--- src/core/ccmc_pkg.sv ---
package ccmc_pkg;
  // ==========================================================
  // Control word field positions (word at offset 0)
  // ==========================================================
  localparam int unsigned CTRL_WORD_OFFSET = 0;
  localparam int unsigned CAL_BIT_POS = 15;
  localparam int unsigned PHASE_BIT_POS = 14;
  localparam int unsigned INTERLEAVE_BIT_POS = 7;
  localparam logic [15:0] CTRL_WORD_RESET = 16'h0000;
  // ==========================================================
  // Timing
  // ==========================================================
  localparam int unsigned CLK_PERIOD_NS = 20;
  localparam int unsigned SHORT_DELAY_NS = 20480;
  localparam int unsigned LONG_DELAY_NS = 327680;
  localparam int unsigned CAL_RUN_NS = 81920;
  localparam int unsigned SHORT_DELAY_CYC = SHORT_DELAY_NS / CLK_PERIOD_NS;
  localparam int unsigned LONG_DELAY_CYC = LONG_DELAY_NS / CLK_PERIOD_NS;
  localparam int unsigned CAL_RUN_CYC = CAL_RUN_NS / CLK_PERIOD_NS;
  // ==========================================================
  // Types
  // ==========================================================
  typedef enum logic [1:0] {
    CCMC_WAIT_POR,
    CCMC_IDLE,
    CCMC_RUN
  } ccmc_state_t;
endpackage

--- src/core/ccmc_req_if.sv ---
`timescale 1ns/1ps
// Request path between top and its edge qualifier
interface ccmc_req_if;
  logic raw_req;   // Combined request level
  logic rise;      // One-cycle qualified rise
  logic armed;     // Low level has been seen
  modport src (output raw_req, input rise, input armed);
  modport det (input raw_req, output rise, output armed);
endinterface

--- src/core/ccmc_req_edge.sv ---
`timescale 1ns/1ps
module ccmc_req_edge
  import ccmc_pkg::*;
(
  // Clock and reset
  input wire logic core_clk_i,
  input wire logic rst_i,
  // Request path
  ccmc_req_if.det req
);
  // ==========================================================
  // Two-stage sync, then level register for edge
  // ==========================================================
  logic s1_q, s1_d, s2_q, s2_d, lvl_q, lvl_d, arm_q, arm_d;
  logic [1:0] fill_q, fill_d; // Second stage holds a real pin sample once fill_q[1] is set
  // Next values; first stage only feeds second
  always_comb begin
    s1_d = req.raw_req;
    s2_d = s1_q;
    lvl_d = s2_q;
    // Shift in ones until both sync stages carry the pin, not their reset zeros
    fill_d = {fill_q[0], 1'h1};
    // Arm only after a real low was seen; the reset zeros would arm a pin held high
    arm_d = arm_q | (~s2_q & fill_q[1]);
  end
  always_ff @(posedge core_clk_i or posedge rst_i) begin
    if (rst_i) begin
      s1_q <= 1'b0;
      s2_q <= 1'b0;
      lvl_q <= 1'b1;
      arm_q <= 1'b0;
      fill_q <= 2'h0;
    end else begin
      s1_q <= s1_d;
      s2_q <= s2_d;
      lvl_q <= lvl_d;
      arm_q <= arm_d;
      fill_q <= fill_d;
    end
  end
  // Rise only counts once a low was seen after reset
  assign req.rise = s2_q & ~lvl_q & arm_q;
  assign req.armed = arm_q;
endmodule

--- src/core/ccmc_top.sv ---
`timescale 1ns/1ps
module ccmc_top
  import ccmc_pkg::*;
#(
  parameter int unsigned SHORT_CYC = SHORT_DELAY_CYC,
  parameter int unsigned LONG_CYC = LONG_DELAY_CYC,
  parameter int unsigned RUN_CYC = CAL_RUN_CYC
) (
  // Clock and reset
  input wire logic core_clk_i,
  input wire logic rst_i,
  // Control pins
  input wire logic cal_request_i,
  input wire logic startup_tune_delay_select_i,
  input wire logic output_strobe_phase_select_i,
  input wire logic interleave_select_i,
  input wire logic nondemux_select_i,
  input wire logic extended_control_enable_n_i,
  // Serial-side control word
  input wire logic [15:0] ctrl_wdata_i,
  input wire logic ctrl_we_i,
  // Status and mode outputs
  output logic selftune_active_o,
  output logic extended_control_mode_o,
  output logic nondemux_mode_o,
  output logic strobe_phase_90_o,
  output logic interleave_mode_o,
  output logic q_channel_input_used_o,
  output logic [15:0] ctrl_word_o
);
  // ==========================================================
  // Control word, cleared while pin control is selected
  // ==========================================================
  logic [15:0] word_q, word_d;
  logic extended_control_mode;
  assign extended_control_mode = ~extended_control_enable_n_i;
  // Write only in extended mode; defaults otherwise
  always_comb begin
    word_d = word_q;
    if (!extended_control_mode) begin
      word_d = CTRL_WORD_RESET;
    end else if (ctrl_we_i) begin
      word_d = ctrl_wdata_i;
    end
  end
  always_ff @(posedge core_clk_i or posedge rst_i) begin
    if (rst_i) begin
      word_q <= CTRL_WORD_RESET;
    end else begin
      word_q <= word_d;
    end
  end
  // ==========================================================
  // Request combining and edge qualifier
  // ==========================================================
  ccmc_req_if req ();
  // Bit only contributes in extended mode
  assign req.raw_req = cal_request_i | (extended_control_mode & word_q[CAL_BIT_POS]);
  ccmc_req_edge u_edge (
    .core_clk_i(core_clk_i),
    .rst_i(rst_i),
    .req(req)
  );
  // ==========================================================
  // Calibration sequencer
  // ==========================================================
  ccmc_state_t st_q, st_d;
  logic [31:0] cnt_q, cnt_d;
  logic run_d;
  logic por_inhibit_q, por_inhibit_d;
  logic inh_seen_q, inh_seen_d;
  // Delay pin only, in every mode
  function automatic logic [31:0] startup_wait(input logic long_sel);
    startup_wait = long_sel ? 32'(LONG_CYC) : 32'(SHORT_CYC);
  endfunction
  // Next state; requests while running are dropped
  always_comb begin
    st_d = st_q;
    cnt_d = cnt_q;
    por_inhibit_d = por_inhibit_q;
    inh_seen_d = 1'b1;
    // Catch request level at first cycle after release
    if (!inh_seen_q) begin
      por_inhibit_d = cal_request_i;
    end
    case (st_q)
      CCMC_WAIT_POR: begin
        if (req.rise) begin
          st_d = CCMC_RUN;
          cnt_d = 32'h00000000;
        end else if (!inh_seen_q || por_inhibit_q) begin
          cnt_d = 32'h00000000;  // Hold while inhibited
        end else if (cnt_q + 32'h00000001 >= startup_wait(startup_tune_delay_select_i)) begin
          st_d = CCMC_RUN;
          cnt_d = 32'h00000000;
        end else begin
          cnt_d = cnt_q + 32'h00000001;
        end
      end
      CCMC_IDLE: begin
        if (req.rise) begin
          st_d = CCMC_RUN;
          cnt_d = 32'h00000000;
        end
      end
      CCMC_RUN: begin
        // Rises here are ignored, not queued
        if (cnt_q + 32'h00000001 >= 32'(RUN_CYC)) begin
          st_d = CCMC_IDLE;
          cnt_d = 32'h00000000;
        end else begin
          cnt_d = cnt_q + 32'h00000001;
        end
      end
      default: begin
        st_d = CCMC_IDLE;
      end
    endcase
    run_d = (st_d == CCMC_RUN);
  end
  always_ff @(posedge core_clk_i or posedge rst_i) begin
    if (rst_i) begin
      st_q <= CCMC_WAIT_POR;
      cnt_q <= 32'h00000000;
      por_inhibit_q <= 1'b0;
      inh_seen_q <= 1'b0;
      selftune_active_o <= 1'b0;
    end else begin
      st_q <= st_d;
      cnt_q <= cnt_d;
      por_inhibit_q <= por_inhibit_d;
      inh_seen_q <= inh_seen_d;
      selftune_active_o <= run_d;
    end
  end
  // ==========================================================
  // Mode selection outputs
  // ==========================================================
  logic ndm_d, ph_d, il_d, qin_d;
  // Phase and interleave from pins in pin mode, word bits in extended mode; nondemux from its pin in both
  always_comb begin
    ndm_d = nondemux_select_i;
    if (extended_control_mode) begin
      ph_d = word_q[PHASE_BIT_POS];
      il_d = word_q[INTERLEAVE_BIT_POS];
    end else begin
      ph_d = output_strobe_phase_select_i;
      il_d = interleave_select_i;
    end
    // Phase meaningless in 1:1 mode, forced to 0 degrees
    if (ndm_d) begin
      ph_d = 1'b0;
    end
    qin_d = ~il_d;
  end
  always_ff @(posedge core_clk_i or posedge rst_i) begin
    if (rst_i) begin
      extended_control_mode_o <= 1'b0;
      nondemux_mode_o <= 1'b0;
      strobe_phase_90_o <= 1'b0;
      interleave_mode_o <= 1'b0;
      q_channel_input_used_o <= 1'b1;
      ctrl_word_o <= CTRL_WORD_RESET;
    end else begin
      extended_control_mode_o <= extended_control_mode;
      nondemux_mode_o <= ndm_d;
      strobe_phase_90_o <= ph_d;
      interleave_mode_o <= il_d;
      q_channel_input_used_o <= qin_d;
      ctrl_word_o <= word_d;
    end
  end
endmodule

--- config.mk ---
export PLATFORM = sky130hd
export DESIGN_NAME = ccmc_top
export DESIGN_NICKNAME = d
export VERILOG_FILES = /design/src/core/ccmc_pkg.sv /design/src/core/ccmc_req_if.sv /design/src/core/ccmc_req_edge.sv /design/src/core/ccmc_top.sv
export SDC_FILE = /design/constraint.sdc
export NUM_CORES = 1
export LEC_CHECK = 0
export CAP_MARGIN = 10
export CORE_MARGIN = 2
export CORE_UTILIZATION = 51
export DETAILED_ROUTE_END_ITERATION = 10
export DONT_BUFFER_PORTS = 1
export GPL_TIMING_DRIVEN = 0
export MAX_ROUTING_LAYER = met4
export PLACE_DENSITY = 0.65
export SKIP_LAST_GASP = 1
export SLEW_MARGIN = 5
export SYNTH_ARGS = -nofsm -noshare
export SYNTH_HDL_FRONTEND = slang
export SYNTH_HIERARCHICAL = 1
export SYNTH_SLANG_ARGS = --single-unit
--- constraint.sdc ---
create_clock -name core_clk_i -period 9.7 [get_ports core_clk_i]
set_clock_uncertainty 0.1 [all_clocks]
set_input_delay 1.94 -clock core_clk_i [delete_from_list [all_inputs] [get_ports core_clk_i]]
set_output_delay 1.94 -clock core_clk_i [all_outputs]
set_load 0.05 [all_outputs]
==> summary.txt <==
Logic synthesis
  – Post-Syn Instances: 350
  – Post-synth EDFFs: 0
  – Post-Syn Nets: about 380
  – Dominant synthesized flop cell: dfrtp_1
  – Register area share after synthesis: between 40% and 50%
  – Mapped cell area: between 3000 and 4000 sq um
  – Yosys warns: 6
  – Yosys reg bits: 64
  – Synth async-reset ratio: 100%
  – Syn avg cell area: a little under 10 sq um
  – Yosys cell types: 61

Critical path
  – Crit Reg-Reg Endpoint: cnt_q[8]
  – FF-to-FF setup slack: 5280 ps
  – Classification of the worst setup path: reg2reg
  – Crit path max fanout: 10
  – Setup crit start kind: flop
  – Worst Setup SP: cnt_q[0]
  – Setup crit end kind: flop
  – Reg-to-reg critical path startpoint: cnt_q[0]
  – WP data arrival: 4570 ps
  – Worst path required time: ~9900 ps
  – R2R cell count: 14

Cells and area
  – # diodes: 0
  – Filler Cell Count: around 570
  – Share of layout cells above drive strength 1: about 10%
  – Most common cell after layout, fill and taps aside: dfrtp_1
  – Layout Cells excl Fill: ~440
  – Post-layout net count: 394
  – Most frequent cells in the layout: dfrtp_1 (62), nor2_1 (31), nand2_1 (28), mux2i_1 (23), and2_1 (18)
  – Area grow syn2layout: 9.22%

Routing
  – DRT Wirelength: about 6900 microns
  – WL per Instance: approximately 16 microns
  – Post-DRT Antenna Nets: 0
  – # DRC: 0
  – Via/cell ratio: approximately 5.8
  – Iter 0 DRT Violations: between 150 and 200
  – Vias: 2593
  – Iteration count of the initial detailed-routing pass: 5

Clock tree
  – CTS max path bufs: 2
  – Clk Latency, worst-skew pair: between 300 and 400 ps
  – TritonCTS clock tree: yes
  – Clk sink count: 64
  – CTS root buf: clkbuf_8
  – Clock transition at path regs: 70 ps
  – H-tree depth: 3
  – CTS Hold Bufs: 0
  – Post-CTS setup buffers: 0
  – Post-cts gate resize count: 0
  – CTS buffer count: 9

Worst hold path
  – WHS Path Cells: 0
  – Hold Path End: u_edge/fill_q[1]
  – Hold crit path type: reg2reg
  – Worst Min Path Start: u_edge/fill_q[0]

Place
  – GP Congestion: roughly 0.89
  – Inst Count DP: 428
  – Detail Placement HPWL: about 4900 microns
  – PortBufs: 0

STA
  – Min Clock Period, post-route: between 4000 and 5000 ps
  – RSZ-0062 raised after global routing: no
  – Fmax: about 230 MHz
  – Rel. slew slack: approximately 53%
  – Setup TNS: 0 ps
  – Max-slew violations: 0
  – Final setup vio count: 0
  – Period utilization: a little under half
  – Hold slack: 250 ps
  – Final Hold Violating Endpoints: 0
  – Worst-Margin Slew: roughly 700 ps

Floorplanning
  – Die area: 7380 sq um
  – Num rows: 29
  – Ports: 47
  – Core area: about 6400 sq um
  – Die height: 85.9 microns
  – Chip width: ~86 microns
  – Starting Density: between 50% and 60%

Power
  – Pwr Density: 189 nW/um^2
  – Pleak: between 1.5 and 2 nW
  – Max VDD drop: approximately 0.12 mV
  – Tot Pwr: 706 uW

Global routing
  – Largest net degree at the start of global routing: 33
  – Number of global-route vias before repair: about 2600
  – First-pass GRT wire length: between 10000 and 15000 microns
  – All-Layer GR Usage: a little over a fifth
  – Initial antenna violation count: 0
  – Grt ovf: 0

Job
  – Max-Cap Viols: 0

Run status
  – Status: completed
## registers in the layout, indices dropped and copies added, names as in the netlist
signal,count
u_edge/lvl_d,1
selftune_active_o,1
u_edge/s1_q,1
por_inhibit_q,1
extended_control_mode_o,1
interleave_mode_o,1
u_edge/req.armed,1
u_edge/lvl_q,1
cnt_q,32
inh_seen_q,1
ctrl_word_o,16
nondemux_mode_o,1
strobe_phase_90_o,1
st_q,2
u_edge/fill_q,2
q_channel_input_used_o,1
## routing by layer
layer  routed length, microns  global-route usage, %  vias up
met2                     3110                   31.1       77
met5                        0                      -        -
met1                     3410                   29.2     1222
met4                      104                   7.94        0
li1                         -                      -     1284
met3                      300                   5.29       10
## cell usage after synthesis, types with 2 or more instances
| master | instances | area (sq um) |
|---|---|---|
| a21oi_1 | 6 | 30.0 |
| mux2_2 | 2 | 22.5 |
| nand4_1 | 11 | 68.8 |
| a21o_1 | 8 | 60.1 |
| nor3_1 | 12 | 60.1 |
| o22ai_1 | 4 | 25.0 |
| nand2b_1 | 3 | 18.8 |
| o311ai_0 | 2 | 17.5 |
| dfrtp_1 | 62 | 1550 |
| inv_1 | 15 | 56.3 |
| xor2_1 | 5 | 43.8 |
| o21ai_0 | 12 | 60.1 |
| buf_1 | 2 | 7.51 |
| o31ai_1 | 4 | 30.0 |
| xnor2_1 | 3 | 26.3 |
| or4_1 | 2 | 15.0 |
| nor4_1 | 14 | 87.6 |
| or2_2 | 3 | 18.8 |
| and3_1 | 3 | 18.8 |
| and4_1 | 3 | 26.3 |
| ha_1 | 7 | 87.6 |
| dfstp_2 | 2 | 52.6 |
| nor2_1 | 31 | 116 |
| and2_1 | 18 | 113 |
| nand3_1 | 13 | 65.1 |
| buf_2 | 3 | 15.0 |
| clkbuf_1 | 11 | 41.3 |
| nand2_1 | 28 | 105 |
| conb_1 | 2 | 7.51 |
| a211oi_1 | 2 | 15.0 |
| mux2i_1 | 23 | 230 |
| or3_1 | 5 | 31.3 |
## per-stage QoR
| stage | setup WS, ps | instance area (sq um) | utilization [%] |
|---|---|---|---|
| after floorplan | 5760 | 3420 | - |
| after global routing | 4950 | 3740 | 58.2 |
| after detailed placement | 5350 | 3540 | 55.1 |
| after CTS | 5320 | 3740 | 58.2 |
| after global placement | 5360 | 3520 | 54.8 |
| final | 5280 | 3740 | 58.2 |
## worst max path at each step
| stage | to | slack (ps) | cells after the start |
|---|---|---|---|
| final | cnt_q[8] | 5280 | 14 |
| after global routing | cnt_q[8] | 4950 | 14 |
| after CTS | cnt_q[8] | 5320 | 14 |
| after detailed placement | cnt_q[8] | 5350 | 10 |
| after global placement | cnt_q[8] | 5360 | 10 |
| after floorplan | cnt_q[6] | 5760 | 9 |
## layout make-up
class | instances | area [sq um] | area share, %
Clock inverter | 5 | 57.6 | 1.54
Timing Repair Buffer | 1 | 20.0 | 0.536
Multi-Input combinational cell | 254 | 1690 | 45.2
Buffer | 17 | 71.3 | 1.91
Inverter | 15 | 56.3 | 1.51
Tap cell | 77 | 96.3 | 2.58
Clock buffer | 11 | 141 | 3.78
Sequential cell | 64 | 1600 | 42.9
## cell families (layout without fill, tap and decap cells)
kind of cell    Yosys count  in the layout  share of synthesized area (%)
simple gates            156            156                           24.5
flops                    64             64                           46.9
compound gates           56             56                           12.6
buf+inv                  32             49                           3.73
mux                      25             25                           7.39
xor+xnor                  8              8                           2.05
fa+ha+maj                 7              7                           2.56
other cells               2              2                          0.220
## where the power goes
part | total (mW) | switching [mW] | leakage [nW] | internal [mW]
registers | 0.318 | 0.0368 | 0.847 | 0.281
clock network | 0.231 | 0.105 | 0.103 | 0.126
logic | 0.158 | 0.106 | 0.698 | 0.0523
## worst max-delay path, stage by stage, from the launching register on
cell and delay [ps]:
dfrtp_1 460, ha_1 290, nand3_1 300, nor4_1 620, nand2_1 140, xnor2_1 230, ha_1 300, and4_1 210
o311ai_0 110, o211ai_1 230, o32a_1 400, nor3_1 280, buf_4 260, nand2b_2 170, o31ai_1 230
No activity file was read; power rests on OpenSTA's default activity.
